`src/include/tsf_pkg.sv`:
```
`default_nettype none
package tsf_pkg;

  // command bytes of the registers held here
  localparam logic [7:0] CMD_COMMON_STATUS = 8'h02;
  localparam logic [7:0] CMD_FILTER_SELECT = 8'h06;
  localparam logic [7:0] CMD_DIODE_FAULT = 8'h07;
  localparam logic [7:0] CMD_ONE_SHOT = 8'h0F;
  localparam logic [7:0] READ_ZERO = 8'h00;

  // filter selection layout and codes
  localparam logic [3:0] FILTER_SELECT_RST = 4'hF;
  localparam int FILT_W = 2;
  localparam int R1_FILT_LSB = 0;
  localparam int R2_FILT_LSB = 2;
  localparam logic [1:0] FILT_NONE = 2'h0;
  localparam logic [1:0] FILT_BASIC = 2'h1;
  localparam logic [1:0] FILT_RSVD = 2'h2;
  localparam logic [1:0] FILT_ENH = 2'h3;

  // common status bit positions
  localparam int CS_BUSY = 7;
  localparam int CS_INIT = 6;
  localparam int CS_LIM_C = 3;
  localparam int CS_LIM_B = 2;
  localparam int CS_LIM_A = 1;
  localparam int CS_FAULT = 0;

  // diode fault bit positions
  localparam int DF_R2_OPEN = 3;
  localparam int DF_R2_SHORT = 2;
  localparam int DF_R1_OPEN = 1;
  localparam int DF_R1_SHORT = 0;
  localparam logic [3:0] DIODE_FAULT_RST = 4'h0;

  // channels and limit sets
  localparam int N_CH = 3;
  localparam int N_LIM = 3;
  localparam logic [1:0] CH_LOCAL = 2'h0;
  localparam logic [1:0] CH_R1 = 2'h1;
  localparam logic [1:0] CH_R2 = 2'h2;

  // readings: 0.125 degree lsb
  localparam int RAW_W = 12;
  localparam int RD_W = 11;
  localparam int LIM_FRAC = 3;
  localparam logic [RD_W-1:0] SIGNED_MIN = 11'h400;
  localparam logic [RD_W-1:0] SIGNED_MAX = 11'h3FF;
  localparam logic [RD_W-1:0] SIGNED_FAULT = 11'h400;
  localparam logic [RD_W-1:0] UNSIGNED_FAULT = 11'h000;
  localparam logic [RD_W-1:0] UNSIGNED_MIN = 11'h000;

  // power-up not-ready time
  localparam int unsigned CLK_HZ = 100_000_000;
  localparam int unsigned INIT_TIME_MS = 30;
  localparam int unsigned INIT_CYCLES = INIT_TIME_MS * (CLK_HZ / 1000);
  localparam int INIT_CNT_W = 22;

  typedef enum logic [2:0] {
    SEQ_INIT = 3'h1,
    SEQ_IDLE = 3'h2,
    SEQ_CONV = 3'h4
  } tsf_seq_t;

  typedef struct packed {
    logic wr;
    logic rd;
    logic [7:0] cmd;
    logic [7:0] wdata;
  } tsf_reg_req_t;

  typedef struct packed {
    logic [RAW_W-1:0] raw;
    logic dplus_open;
    logic dplus_short;
  } tsf_conv_res_t;

  typedef struct packed {
    logic [N_LIM-1:0][N_CH-1:0][7:0] lim;
    logic [7:0] hyst;
  } tsf_limits_t;

  typedef struct packed {
    logic [N_CH-1:0][RD_W-1:0] sval;
    logic [N_CH-1:0][RD_W-1:0] uval;
  } tsf_readings_t;

endpackage
`default_nettype wire

```
`src/hdl/tsf_init_timer.sv`:
```
`timescale 1ns/1ps
`default_nettype none
module tsf_init_timer #(
  parameter int unsigned INIT_CYCLES = tsf_pkg::INIT_CYCLES
) (
  input wire logic clk,
  input wire logic reset_n,
  output logic pending
);
  import tsf_pkg::*;

  typedef struct packed {
    logic [INIT_CNT_W-1:0] cnt;
    logic pending;
  } tsf_init_st_t;

  localparam logic [INIT_CNT_W-1:0] LAST = INIT_CNT_W'(INIT_CYCLES - 1);
  localparam tsf_init_st_t ST_RST = '{cnt: '0, pending: 1'b1};

  tsf_init_st_t s;
  tsf_init_st_t next_s;

  // count once after reset, then hold: pending never returns
  always_comb begin
    next_s = s;
    if (s.pending) begin
      if (s.cnt == LAST) begin
        next_s.pending = 1'b0;
      end else begin
        next_s.cnt = s.cnt + 1'b1;
      end
    end
  end

  always_ff @(posedge clk) begin
    if (!reset_n) begin
      s <= ST_RST;
    end else begin
      s <= next_s;
    end
  end

  assign pending = s.pending;
endmodule
`default_nettype wire

```
`src/hdl/tsf_hyst_cmp.sv`:
```
`timescale 1ns/1ps
`default_nettype none
module tsf_hyst_cmp (
  input wire logic clk,
  input wire logic reset_n,
  input wire logic update,
  input wire logic [tsf_pkg::RD_W-1:0] reading,
  input wire logic [7:0] limit,
  input wire logic [7:0] hyst,
  output logic flag
);
  import tsf_pkg::*;

  typedef struct packed {
    logic flag;
  } tsf_hyst_st_t;

  tsf_hyst_st_t s;
  tsf_hyst_st_t next_s;
  logic [RD_W-1:0] set_thr;
  logic [RD_W-1:0] clr_thr;

  // thresholds in reading units; a hysteresis above the limit floors at zero
  always_comb begin
    set_thr = {limit, {LIM_FRAC{1'b0}}};
    clr_thr = (limit >= hyst) ? {8'(limit - hyst), {LIM_FRAC{1'b0}}} : '0;
    next_s = s;
    if (update) begin
      if (reading >= set_thr) begin
        next_s.flag = 1'b1;
      end else if (reading < clr_thr) begin
        next_s.flag = 1'b0;
      end
    end
  end

  always_ff @(posedge clk) begin
    if (!reset_n) begin
      s <= '0;
    end else begin
      s <= next_s;
    end
  end

  assign flag = s.flag;
endmodule
`default_nettype wire

```
`src/hdl/tsf_regs.sv`:
```
// Summary of operation
// - filter register bits 3-2 pick remote 2 filter: none, basic, enhanced.
// - filter register bits 1-0 pick remote 1 filter, same encoding.
// - unused upper bits of these three registers always read zero.
// - one-shot write during standby starts exactly one pass over enabled channels.
// - one-shot register is write-only; its data is ignored, not stored.
// - common status bit 7 reads one while a conversion runs.
// - common status bit 6 reads one during the 30 ms power-up init.
// - common status bits 3-1 are OR of limit flag sets C, B, A; bit 0 is OR of diode fault.
// - diode fault bit 3 is remote 2 open, bit 2 remote 2 short.
// - diode fault bit 1 is remote 1 open, bit 0 remote 1 short.
// - short means input at ground or minus; open means supply or floating.
// - faulted channel reads 0 unsigned and -128.000 signed.
// - standby stops periodic passes and allows one-shot; else convert at rate.
// - disabled channels are skipped in every pass, one-shot included.
// - limit flag sets at or above limit, clears below limit minus hysteresis.
`timescale 1ns/1ps
`default_nettype none
module tsf_regs #(
  parameter int unsigned INIT_CYCLES = tsf_pkg::INIT_CYCLES
) (
  input wire logic clk,
  input wire logic reset_n,
  input wire tsf_pkg::tsf_reg_req_t reg_req,
  output logic [7:0] reg_rdata,
  output logic reg_rvalid,
  input wire logic sleep_ctrl,
  input wire logic [tsf_pkg::N_CH-1:0] chan_enable,
  input wire logic rate_tick,
  input wire tsf_pkg::tsf_limits_t limits,
  output logic conv_start,
  output logic [1:0] conv_chan,
  input wire logic conv_done,
  input wire tsf_pkg::tsf_conv_res_t conv_res,
  output logic [1:0] remote_one_filter_sel,
  output logic [1:0] remote_two_filter_sel,
  output tsf_pkg::tsf_readings_t readings,
  output logic [tsf_pkg::N_LIM-1:0][tsf_pkg::N_CH-1:0] limit_flags
);
  import tsf_pkg::*;

  typedef struct packed {
    tsf_seq_t seq;
    logic [1:0] chan;
    logic start;
    logic oneshot_pend;
    logic [3:0] filt;
    logic [3:0] diode;
    tsf_readings_t rd;
    logic [7:0] rdata;
    logic rvalid;
  } tsf_top_st_t;

  localparam tsf_top_st_t ST_RST = '{
    seq: SEQ_INIT,
    chan: CH_LOCAL,
    start: 1'b0,
    oneshot_pend: 1'b0,
    filt: FILTER_SELECT_RST,
    diode: DIODE_FAULT_RST,
    rd: '0,
    rdata: READ_ZERO,
    rvalid: 1'b0
  };

  tsf_top_st_t s;
  tsf_top_st_t next_s;
  logic init_pending;
  logic [2:0] pick;
  logic fault_now;
  logic [RD_W-1:0] cur_sval;
  logic [RD_W-1:0] cur_uval;
  logic [N_CH-1:0] cmp_upd;
  logic [7:0] common;
  logic wr_oneshot;

  // lowest enabled channel at or above 'from'; msb says one was found
  function automatic logic [2:0] pick_chan(input logic [N_CH-1:0] en,
                                           input logic [2:0] from);
    logic [2:0] r;
    r = '0;
    for (int i = N_CH - 1; i >= 0; i--) begin
      if (en[i] && (3'(i) >= from)) begin
        r = {1'b1, 2'(i)};
      end
    end
    return r;
  endfunction

  tsf_init_timer #(
    .INIT_CYCLES(INIT_CYCLES)
  ) u_init (
    .clk(clk),
    .reset_n(reset_n),
    .pending(init_pending)
  );

  // reading forms for the channel now finishing; fault overrides both
  always_comb begin
    fault_now = (s.chan != CH_LOCAL) && (conv_res.dplus_open || conv_res.dplus_short);
    if (fault_now) begin
      cur_sval = SIGNED_FAULT;
      cur_uval = UNSIGNED_FAULT;
    end else begin
      if (conv_res.raw[RAW_W-1] != conv_res.raw[RAW_W-2]) begin
        cur_sval = conv_res.raw[RAW_W-1] ? SIGNED_MIN : SIGNED_MAX;
      end else begin
        cur_sval = conv_res.raw[RD_W-1:0];
      end
      cur_uval = conv_res.raw[RAW_W-1] ? UNSIGNED_MIN : conv_res.raw[RD_W-1:0];
    end
  end

  // comparators refresh only for the channel whose result just landed
  always_comb begin
    cmp_upd = '0;
    if ((s.seq == SEQ_CONV) && conv_done) begin
      cmp_upd[s.chan] = 1'b1;
    end
  end

  // one comparator per limit set and channel, all sharing one hysteresis
  for (genvar j = 0; j < N_LIM; j++) begin : g_lim
    for (genvar c = 0; c < N_CH; c++) begin : g_ch
      tsf_hyst_cmp u_cmp (
        .clk(clk),
        .reset_n(reset_n),
        .update(cmp_upd[c]),
        .reading(cur_uval),
        .limit(limits.lim[j][c]),
        .hyst(limits.hyst),
        .flag(limit_flags[j][c])
      );
    end
  end

  // summary byte, reserved bits held at zero
  always_comb begin
    common = READ_ZERO;
    common[CS_BUSY] = (s.seq == SEQ_CONV);
    common[CS_INIT] = init_pending;
    common[CS_LIM_C] = |limit_flags[2];
    common[CS_LIM_B] = |limit_flags[1];
    common[CS_LIM_A] = |limit_flags[0];
    common[CS_FAULT] = |s.diode;
  end

  assign wr_oneshot = reg_req.wr && (reg_req.cmd == CMD_ONE_SHOT);

  // register access, trigger capture and the conversion sequencer
  always_comb begin
    next_s = s;
    next_s.start = 1'b0;
    next_s.rvalid = 1'b0;
    pick = '0;

    // filter byte keeps only its four live bits
    if (reg_req.wr && (reg_req.cmd == CMD_FILTER_SELECT)) begin
      next_s.filt = reg_req.wdata[3:0];
    end

    // a pending trigger is meaningless once periodic mode resumes
    if (!sleep_ctrl) begin
      next_s.oneshot_pend = 1'b0;
    end
    // the written byte is dropped; only the write event is kept
    if (wr_oneshot && sleep_ctrl) begin
      next_s.oneshot_pend = 1'b1;
    end

    unique case (s.seq)
      SEQ_INIT: begin
        // no conversion may begin before the analog side settles
        if (!init_pending) begin
          next_s.seq = SEQ_IDLE;
        end
      end
      SEQ_IDLE: begin
        if ((sleep_ctrl && s.oneshot_pend) || (!sleep_ctrl && rate_tick)) begin
          pick = pick_chan(chan_enable, 3'(CH_LOCAL));
          // a write landing now is merged into this pass
          next_s.oneshot_pend = 1'b0;
          if (pick[2]) begin
            next_s.seq = SEQ_CONV;
            next_s.chan = pick[1:0];
            next_s.start = 1'b1;
          end
        end
      end
      SEQ_CONV: begin
        if (conv_done) begin
          next_s.rd.sval[s.chan] = cur_sval;
          next_s.rd.uval[s.chan] = cur_uval;
          // fault bits track each conversion of their own channel
          if (s.chan == CH_R1) begin
            next_s.diode[DF_R1_OPEN] = conv_res.dplus_open;
            next_s.diode[DF_R1_SHORT] = conv_res.dplus_short;
          end
          if (s.chan == CH_R2) begin
            next_s.diode[DF_R2_OPEN] = conv_res.dplus_open;
            next_s.diode[DF_R2_SHORT] = conv_res.dplus_short;
          end
          pick = pick_chan(chan_enable, 3'(s.chan) + 3'h1);
          if (pick[2]) begin
            next_s.chan = pick[1:0];
            next_s.start = 1'b1;
          end else begin
            // pass over: idle until the next tick or trigger write
            next_s.seq = SEQ_IDLE;
          end
        end
      end
      default: begin
        next_s.seq = SEQ_IDLE;
      end
    endcase

    // read data lands one cycle after the read strobe
    if (reg_req.rd) begin
      next_s.rvalid = 1'b1;
      unique case (reg_req.cmd)
        CMD_COMMON_STATUS: next_s.rdata = common;
        CMD_FILTER_SELECT: next_s.rdata = {4'h0, s.filt};
        CMD_DIODE_FAULT: next_s.rdata = {4'h0, s.diode};
        default: next_s.rdata = READ_ZERO;
      endcase
    end
  end

  always_ff @(posedge clk) begin
    if (!reset_n) begin
      s <= ST_RST;
    end else begin
      s <= next_s;
    end
  end

  // outputs straight from the state register
  assign reg_rdata = s.rdata;
  assign reg_rvalid = s.rvalid;
  assign conv_start = s.start;
  assign conv_chan = s.chan;
  assign readings = s.rd;
  assign remote_one_filter_sel = s.filt[R1_FILT_LSB +: FILT_W];
  assign remote_two_filter_sel = s.filt[R2_FILT_LSB +: FILT_W];
endmodule
`default_nettype wire

```
`config.mk`:
```
export PLATFORM = sky130hd
export DESIGN_NAME = tsf_regs
export DESIGN_NICKNAME = d
export VERILOG_FILES = /design/src/include/tsf_pkg.sv /design/src/hdl/tsf_init_timer.sv /design/src/hdl/tsf_hyst_cmp.sv /design/src/hdl/tsf_regs.sv
export SDC_FILE = /design/constraint.sdc
export NUM_CORES = 1
export LEC_CHECK = 0
export ABC_AREA = 1
export BUFFER_PORTS_ARGS = -buffer_cell sky130_fd_sc_hd__buf_2
export CAP_MARGIN = 25
export CORE_ASPECT_RATIO = 1.4
export CORE_MARGIN = 2
export CORE_UTILIZATION = 59
export CTS_CLUSTER_SIZE = 24
export DETAILED_ROUTE_END_ITERATION = 12
export PLACE_DENSITY_LB_ADDON = 0.3
export SLEW_MARGIN = 20
export SYNTH_ARGS = -nofsm -noshare
export SYNTH_HDL_FRONTEND = slang
export SYNTH_HIERARCHICAL = 1
export SYNTH_SLANG_ARGS = --single-unit
```
`constraint.sdc`:
```
create_clock -name clk -period 2.9 [get_ports clk]
set_input_delay 0.29 -clock clk [delete_from_list [all_inputs] [get_ports clk]]
set_output_delay 0.29 -clock clk [all_outputs]
set_load 0.01 [all_outputs]
```
==> summary.md, run 1 <==
| Metric | Value |
|---|---|
| Status | completed |
| VDD IR-drop max | ~330 µV |
| Resized cells post-CTS | 0 |
| Inserted Clock Buffers | 17 |
| Static Leakage | a little over 8 nW |
| DR vias | around 13000 |
| I/O pins | about 210 |
| Tot Pwr | approximately 5.5 mW |
| Root Driver | clkbuf_16 |
| CP required | roughly 3300 ps |
| FF-to-FF End | g_lim[0].g_ch[0].u_cmp/flag |
| Post-synth EDFFs | 0 |
| Global-route usage over all layers | 30.5% |
| Rows | 65 |
| Largest net degree at the start of global routing | just over 70 |
| Final Net Count | about 2500 |
| Placer Congestion | ~0.92 |
| Final setup vio count | 0 |
| Launching point of the worst reg2reg path | conv_chan[0] |
| Fin. Hold Viols | 0 |
| Max_cap viols | 0 |
| Grt total ovfl | 0 |
| Vias in the first global route | between 10000 and 15000 |
| CP max FO | 15 |
| Die H | around 180 µm |
| Yosys cell types | 43 |
| Worst hold path depth | 3 |
| Routed wire length | 36.8 mm |
| Fill cells | 2033 |
| Reg2reg path depth | 13 |
| Port Buffer Count | just over 200 |
| Full die area | 23900 µm² |
| Least-Margin Pin Slew | slightly below 900 ps |
| Sequential area share after synthesis | between 10% and 20% |
| Arr. time, crit path | around 2900 ps |
| Number of clock sinks | 120 |
| Kind of critical path | in -> reg |
| Synth warnings | 6 |
| TritonCTS clock tree | done |
| Post-Layout Inst Area | approximately 15000 µm² |
| Fin crit period | about 2500 ps |
| Setup tns final | 0 ps |
| Async set or reset register ratio after synthesis | 0% |
| RSZ-0062 raised after global routing | false |
| Hold Buf Count CTS | 0 |
| Skew-Pair Late Insertion Delay | between 400 and 500 ps |
| CTS H-tree lvls | 4 |
| Tcrit/Tclk final | a little under nine tenths |
| Max clock buf depth | 2 |
| Final Max Slew Viols | 0 |
| Post-synth top flop | dfxtp_1 |
| First-pass GRT wire length | 59.2 mm |
| DIE WIDTH | around 130 µm |
| Max Clock Skew | ~12 ps |
| Starting density of the core | about three fifths |
| Hold crit path type | in -> reg |
| Drt initial violations | approximately 530 |
| WHS Endpoint | remote_two_filter_sel[0] |
| Setup crit end kind | register |
| #FFs+latches synth | between 100 and 150 |
| WL/cell | 14.9 µm |
| Initial antenna violation count | 2 |
| Register area | 2400 µm² |
| Share of the synthesized area in the top cell type | 19.7% |
| Syn-to-layout area delta | 11.1% |
| Core area | around 22000 µm² |
| Antenna-violating nets left | 0 |
| Multi-input logic area | roughly 8800 µm² |
| Slew HR | between 40% and 50% |
| Setup Buffers After CTS | 0 |
| Clock Pin Slew Worst Setup and Hold Paths | ~60 ps |
| Startpoint types | input pin |
| Area after DPL | 14300 µm² |
| Ant diodes | 0 |
| Synth Instances | ~2000 |
| Max frequency | around 400 MHz |
| Vias per cell | between 5 and 6 |
| R2R Setup Slk | roughly 400 ps |
| Synth area leader | ha_1 |
| Mean Syn Cell Area | 6.64 µm² |
| Share of cells above drive strength 1 | between 10% and 20% |
| Start point of the worst hold path | reg_req[2] |
| Pwr/cell area | 372 nW/µm² |
| Post-DP HPWL | 27.8 mm |
| DR DRC count | 0 |
| Synth area leaders | ha_1 20%, dfxtp_1 18%, nand2_1 12%, inv_1 9.8%, nor2_1 6.7% |
| First-pass DRT Iterations | 5 |
| Mapped Area | ~13000 µm² |
==> state kept, by name, summed over array words and instances (netlist names), 2 cells and up <==
register	count
readings	66
g_lim.g_ch.u_cmp/flag	9
u_init/s	22
conv_chan	2
remote_two_filter_sel	2
reg_rdata	6
remote_one_filter_sel	2
s	8
==> cell usage in the layout (no fill, tap or decap), types with 9 or more instances in the layout <==
master       n
clkbuf_16   17
inv_2       19
nor3_1      13
ha_1       211
nand2_2     30
inv_1      349
o21ai_0     54
or2_2       18
a21oi_2     18
o211a_1      9
nand2_1    422
o211ai_1    10
nand3_2     19
dfxtp_1    120
and3_1       9
o21ai_1     17
nor2_4       9
nor4_1       9
nor2_1     231
nand3_1     88
a21oi_1    111
fa_1         9
xor2_1       9
or2_1       17
o2111ai_1    9
buf_4       21
nor2_2      17
a21oi_4      9
nand4_1     16
nand3b_1    22
nand3_4     12
buf_2      204
==> worst max-delay path by stage <==
stage | slack [ps] | startpoint | endpoint
floorplan | 410 | conv_res[13] | g_lim[0].g_ch[1].u_cmp/flag
global placement | 100 | limits[1] | g_lim[2].g_ch[0].u_cmp/flag
detailed placement | -20 | limits[1] | g_lim[0].g_ch[0].u_cmp/flag
CTS | 410 | conv_chan[0] | g_lim[0].g_ch[0].u_cmp/flag
global route | 180 | limits[1] | g_lim[1].g_ch[1].u_cmp/flag
finish | 400 | limits[1] | g_lim[0].g_ch[0].u_cmp/flag
==> synthesized netlist by cell type, types with 10 or more instances <==
library cell,number
or2_2,18
inv_1,349
nor3_1,13
o21ai_0,54
nand2_1,422
o211ai_1,10
nand3_2,19
or2_1,17
nand2_2,30
nand3_1,88
a21oi_1,111
nand3_4,12
buf_4,85
nand3b_1,22
nand4_1,16
inv_2,19
dfxtp_1,120
nor2_1,239
clkbuf_1,13
o21ai_1,17
a21oi_2,18
ha_1,211
==> layer usage <==
metal  vias up  GRT usage [%]  wire [µm]
met2       450           56.2      18100
met1      5971           32.8      14500
met3       131           5.33       2320
met4         4           17.0       1890
met5         -              0         26
li1       6623              -          -
==> cells by family (layout without fill, tap and decap cells) <==
family | Yosys count | in the layout | share of synthesized area, %
simple gates | 935 | 935 | 32.7
buf+inv | 482 | 635 | 16.3
compound gates | 248 | 248 | 11.5
fa+ha+maj | 220 | 220 | 21.1
flops | 120 | 120 | 17.9
xor+xnor | 9 | 9 | 0.589
other cells | 1 | 2 | 0.0280
==> power by group <==
group | internal (mW) | switching [mW]
Combinational | 0.695 | 1.09
Sequential | 1.65 | 0.00527
Clock | 1.27 | 0.826
==> critical path, stage by stage <==
cell and delay, ps:
buf_2 400, inv_1 90, ha_1 300, nand3_1 80, nand2_1 70, nand2_1 80, nand2_1 90, a21oi_2 150
nor2_1 60, o21ai_1 140, nand2_1 80, xor2_1 130, nand2_1 80, ha_1 300, nand2_1 70, o211a_1 220
nand2_1 60, nand2_1 60, a21oi_2 110
==> per-stage QoR <==
stage	std cells	hold WS, ps	util [%]	setup slack (ps)
after global routing	2470	86.7	66.3	181
after floorplan	2016	403	-	406
after global placement	2438	450	63.7	101
after detailed placement	2438	454	63.7	-17.0
after CTS	2470	61.9	66.3	410
final	2470	67.3	66.3	395
==> final cells by class <==
cell class / count / share of cell area (%)
repair buffers: 230 / 8.60
flip-flops and latches: 120 / 16.1
clock buffers: 18 / 2.89
well taps: 301 / 2.53
multi-input cells: 1414 / 59.4
inverters: 373 / 9.43
clock inverters: 14 / 1.02
Note: power is estimated with default switching activity, not from simulation.
==> inputs of run 2 (changes only) <==
CTS_BUF_LIST = sky130_fd_sc_hd__clkbuf_16   (was unset)
SLEW_MARGIN = 10   (was 20)
clock period = 2.4 ns   (was 2.9 ns; I/O delays follow)
==> run 2 against run 1 <==
  * Clock skew is 0.84 ps lower
  * Core utilization increased by 4.2 points
  * Clock power increased by 19%
  * Cell area is 6.3% higher
  * Power rose by 25%
  * Non-clock buffer count increased by 86
  * Flip-flop and latch count unchanged
==> summary.md, run 2 (same netlist as run 1, synthesis figures left out) <==
| Metric | Value |
|---|---|
| Kind of critical path | in -> reg |
| Syn-to-layout area delta | 18.1% |
| Port Buffer Count | 204 |
| Setup crit end kind | register |
| WL/cell | roughly 15 µm |
| Slowest CP cell | ha_1 |
| Slew HR | a little under three fifths |
| Grt total ovfl | 0 |
| Hold Buf Count CTS | 0 |
| Max clock buf depth | 2 |
| Number of clock sinks | 120 |
| Inserted Clock Buffers | 17 |
| DR DRC count | 0 |
| Most common cell after layout, fill and taps aside | nand2_1 |
| I/O pins | 211 |
| VDD IR-drop max | approximately 450 µV |
| Max FFs per register | 66 |
| Max stage delay on crit path | approximately 330 ps |
| Most frequent cells in the layout | 420 x nand2_1, 346 x inv_1, 231 x nor2_1 |
| Max_cap viols | 0 |
| CP most frequent cell | nand2_1 |
| Pwr/cell area | roughly 440 nW/µm² |
| Final setup vio count | 0 |
| Fin. Hold Viols | 0 |
| Fin crit period | between 2000 and 2500 ps |
| Global-route usage over all layers | roughly a third |
| Status | completed |
| RSZ-0062 raised after global routing | true |
| Post-DP HPWL | 29.6 mm |
| Routed wire length | 39.0 mm |
| Vias per cell | 5.34 |
| FF-to-FF End | g_lim[0].g_ch[0].u_cmp/flag |
| Post-Layout Inst Area | approximately 16000 µm² |
| Startpoint types | input pin |
| Full die area | around 24000 µm² |
| Initial antenna violation count | 2 |
| DP Worst Slack | -436 ps |
| CTS H-tree lvls | 4 |
| Start point of the worst hold path | reg_req[0] |
| Starting density of the core | between 50% and 60% |
| Fill cells | slightly below 2000 |
| DR vias | between 10000 and 15000 |
| Arr. time, crit path | 2710 ps |
| Skew-Pair Late Insertion Delay | approximately 430 ps |
| Drt initial violations | roughly 790 |
| WHS Endpoint | remote_one_filter_sel[0] |
| Core area | around 22000 µm² |
| Buf/Inv on CP | 3 |
| Register area | around 2400 µm² |
| Launching point of the worst reg2reg path | conv_chan[0] |
| CP max FO | 9 |
| First-pass GRT wire length | just over 60 mm |
| Crit-path cells | buf_2 > buf_12 > inv_1 > ha_1 > a21oi_2 > o21ai_1 > nand2_1 > nand2_1 > a21oi_2 > nor2_1 > o21ai_1 > nand2_1 > nand2_1 > nand3_2 > ha_4 > nand2_1 > o211a_1 > nand2_1 > nand2_1 > a21oi_2 |
| Share of cells above drive strength 1 | a little under a quarter |
| Tcrit/Tclk final | a little over nine tenths |
| Reg2reg path depth | 12 |
| Setup Buffers After CTS | 0 |
| Setup ws final | around 60 ps |
| Rows | 65 |
| CP required | about 2800 ps |
| Worst hold path depth | 3 |
| Final Max Slew Viols | 0 |
| Tot Pwr | just under 7 mW |
| Die H | between 150 and 200 µm |
| Max frequency | roughly 430 MHz |
| TritonCTS clock tree | done |
| First-pass DRT Iterations | 5 |
| Clock Pin Slew Worst Setup and Hold Paths | around 60 ps |
| Ant diodes | 0 |
| Area after DPL | ~15000 µm² |
| Static Leakage | between 8 and 9 nW |
| Multi-input logic area | 9020 µm² |
| Vias in the first global route | between 10000 and 15000 |
| Hold crit path type | in -> reg |
| Final Net Count | 2582 |
| DIE WIDTH | ~130 µm |
| Root Driver | clkbuf_16 |
| Max Clock Skew | 11.1 ps |
| CP top delay family | compound AO/OA/AOI/OAI gates |
| Antenna-violating nets left | 0 |
| Placer Congestion | roughly 0.90 |
| Largest net degree at the start of global routing | between 90 and 100 |
| R2R Setup Slk | between 150 and 200 ps |
| Least-Margin Pin Slew | ~670 ps |
==> run 2: changes by cell type in the layout (fill, tap and decap cells not counted), sizes merged <==
cell and change:
buf +85, clkinvlp +1
==> run 2: timing repair <==
item / 4_1_cts / 5_1_grt
pin swaps: 0 / 10
endpoints found under the setup margin: 3 / 8
resized for setup: 1 / 30
==> run 2: worst max path at each step <==
stage | start | end | slack [ps] | depth (start not counted)
2_1_floorplan | limits[2] | g_lim[0].g_ch[0].u_cmp/flag | 170 | 18
5_1_grt | limits[2] | g_lim[1].g_ch[1].u_cmp/flag | -70 | 20
6_report | limits[2] | g_lim[1].g_ch[1].u_cmp/flag | 60 | 20
4_1_cts | limits[2] | g_lim[0].g_ch[1].u_cmp/flag | 100 | 20
3_3_place_gp | limits[1] | g_lim[0].g_ch[0].u_cmp/flag | -330 | 19
3_5_place_dp | limits[1] | g_lim[0].g_ch[0].u_cmp/flag | -440 | 19
==> run 2: worst reg2reg max path, stage by stage (launching register included) <==
cell and delay (ps):
dfxtp_1 340, nor2_2 70, nor2_2 220, buf_4 230
nor2_2 60, buf_4 210, ha_1 360, inv_1 50
nor3_1 180, nand2_1 70, o2111ai_1 110, nand2_1 110
a21oi_2 150
==> run 2: through the flow <==
| stage | util [%] | instances | hold slack, ps | TNS, ps |
|---|---|---|---|---|
| detailed placement | 67.1 | 2524 | 449 | -3770 |
| floorplan | - | 2016 | 353 | 0 |
| global route | 70.4 | 2556 | 20.6 | -144 |
| CTS | 69.6 | 2556 | 13.2 | 0 |
| global placement | 67.1 | 2524 | 445 | -2820 |
| finish | 70.4 | 2556 | 25.8 | 0 |
==> run 2: metal layers <==
| layer | up-vias | GRT usage (%) | share of wire, % |
|---|---|---|---|
| met5 | - | 0 | 0.049 |
| met4 | 2 | 14.8 | 4.5 |
| met3 | 116 | 4.69 | 6.2 |
| met2 | 481 | 60.7 | 51 |
| met1 | 6250 | 34.6 | 38 |
| li1 | 6798 | - | - |
==> run 2: cell type report <==
| type | count | share of cell area, % |
|---|---|---|
| inverter | 373 | 8.87 |
| clock buffer | 17 | 2.69 |
| tap | 301 | 2.38 |
| timing repair buffer | 316 | 13.0 |
| sequential | 120 | 15.2 |
| multi-input combinational | 1414 | 57.0 |
| clock inverter | 15 | 0.863 |
==> run 2: report_power, final <==
group / total, mW / switching, mW / internal, mW
Sequential: 2.01 / 0.00615 / 2.00
Combinational: 2.45 / 1.41 / 1.04
Clock: 2.48 / 0.974 / 1.51
==> inputs of run 3 (changes only) <==
CORE_UTILIZATION = 60   (was 59)
CTS_BUF_LIST = sky130_fd_sc_hd__clkbuf_8   (was sky130_fd_sc_hd__clkbuf_16)
==> run 3 against run 2 <==
  * Sequential power about the same
  * Critical path type unchanged
  * Sequential share of layout area shrank 0.20 points
  * Via count rose by 1.9%
  * First-iteration DRC count down 2.5%
  * Flip-flop and latch count did not move
  * Critical path depth shrank 3
==> summary.md, run 3 (same netlist as run 1, synthesis figures left out) <==
| Metric | Value |
|---|---|
| Status | completed |
| Max Clock Skew | between 10 and 15 ps |
| Arr. time, crit path | ~2600 ps |
| Vias per cell | 5.38 |
| Routed wire length | 39.5 mm |
| Post-DP HPWL | ~30 mm |
| DR vias | 13913 |
| CP max FO | 9 |
| DIE WIDTH | ~130 µm |
| Pwr/cell area | about 420 nW/µm² |
| Share of cells above drive strength 1 | 24.1% |
| Most common cell after layout, fill and taps aside | nand2_1 |
| Port Buffer Count | 204 |
| Hold crit path type | in -> reg |
| Startpoint types | input pin |
| Full die area | 23500 µm² |
| Largest net degree at the start of global routing | between 80 and 90 |
| Least-Margin Pin Slew | roughly 560 ps |
| Max frequency | roughly 440 MHz |
| Starting density of the core | 61.2% |
| Die H | about 180 µm |
| WL/cell | 15.3 µm |
| Core area | 21900 µm² |
| Final Max Slew Viols | 0 |
| CP required | approximately 2800 ps |
| Max_cap viols | 0 |
| Final Net Count | approximately 2600 |
| Hold_ws | ~76 ps |
| Fill cells | approximately 1800 |
| Most frequent cells in the layout | 421 x nand2_1, 351 x inv_1, 231 x nor2_1 |
| Max stage delay on crit path | between 400 and 500 ps |
| Worst hold path depth | 3 |
| CTS H-tree lvls | 4 |
| Initial antenna violation count | 2 |
| Crit-path cells | clkbuf_4 > ha_1 > fa_1 > inv_1 > nand2_1 > nand2_1 > nand2_1 > inv_2 > a31oi_1 > or2_1 > nand3_1 > ha_1 > nand2_1 > o211a_1 > nand2_1 > nand2_1 > a21oi_2 |
| Placer Congestion | 0.915 |
| Number of clock sinks | 120 |
| First-pass DRT Iterations | 5 |
| Slew HR | 62.9% |
| Slowest CP cell | fa_1 |
| I/O pins | approximately 210 |
| Max clock buf depth | 2 |
| Rows | 64 |
| Final setup vio count | 0 |
| Syn-to-layout area delta | 19.7% |
| First-pass GRT wire length | between 60 and 70 mm |
| Drt initial violations | 774 |
| Antenna-violating nets left | 0 |
| Global-route usage over all layers | between 30% and 40% |
| Setup crit end kind | register |
| Tcrit/Tclk final | between 90% and 100% |
| CP most frequent cell | nand2_1 |
| RSZ-0062 raised after global routing | true |
| Fin. Hold Viols | 0 |
| Reg2reg path depth | 11 |
| Kind of critical path | in -> reg |
| Root Driver | clkbuf_8 |
| Grt total ovfl | 0 |
| Fin crit period | 2250 ps |
| Vias in the first global route | 13715 |
| Clock Pin Slew Worst Setup and Hold Paths | 80 ps |
| VDD IR-drop max | 404 µV |
| Inserted Clock Buffers | 17 |
| TritonCTS clock tree | done |
| DR DRC count | 0 |
| Static Leakage | between 8 and 9 nW |
| Max FFs per register | between 60 and 70 |
| Skew-Pair Late Insertion Delay | 450 ps |
| Tot Pwr | ~6.7 mW |
==> run 3: cell types whose count changed in the layout (fill, tap and decap cells not counted), moves of 5 or more <==
cell / change
buf_4: +22
clkbuf_16: -17
clkbuf_8: +17
buf_12: +5
clkinv_2: -5
inv_1: +5
==> run 3: repair_timing <==
item / 4_1_cts / 5_1_grt
setup endpoints to repair: 0 / 9
buffers inserted: 0 / 10
endpoints found under the hold margin: 4 / 0
gates resized for setup: 0 / 29
hold buffers: 4 / 0
==> run 3: per-stage QoR <==
step	area, µm²	utilization (%)	setup TNS (ps)	std cells	setup slack (ps)
after floorplan	13400	-	0	2016	169
after global placement	15200	69.6	-2700	2536	-316
after detailed placement	15200	69.6	-3660	2536	-449
after CTS	15700	71.8	0	2572	21.3
after global routing	16000	73.3	-52.9	2584	-45.5
final	16000	73.3	0	2584	152
==> run 3: path summary, 6_finish.rpt <==
path	slack (ps)	from	end
min reg2reg	470	readings[28]	readings[28]
max	150	limits[0]	g_lim[2].g_ch[2].u_cmp/flag
min	80	reg_req[11]	s[83]
max reg2reg	170	conv_chan[0]	g_lim[1].g_ch[0].u_cmp/flag
==> run 3: metal layers <==
metal  vias up  wire length [µm]  GRT usage (%)
met1      6386             14700           34.0
met2       509             20400           62.0
met4         0              2040           18.8
met3       147              2360           5.30
met5         -                 0              0
li1       6871                 -              -
==> run 3: report_power, final <==
part / internal [mW] / leakage (nW) / switching [mW]
sequential: 2.00 / 0.968 / 0.00646
clock: 1.24 / 0.230 / 0.907
combinational: 1.10 / 7.60 / 1.43
==> run 3: layout make-up <==
type                            instances  area, µm²  share of cell area (%)
Sequential cell                       120       2400                    15.0
Clock inverter                         15        225                    1.41
Antenna cell                            2       5.00                  0.0312
Timing Repair Buffer                  346       2350                    14.7
Tap cell                              297        372                    2.32
Multi-Input combinational cell       1414       9030                    56.4
Clock buffer                           17        234                    1.46
Inverter                              373       1400                    8.76
==> run 3: worst max-delay path: cells and delay by family <==
family                     cells  cell delay, ps
AOI/OAI and AO/OA              3             310
and+or+nand+nor                8             750
buffers and inverters          3             370
adders and majority gates      3             920
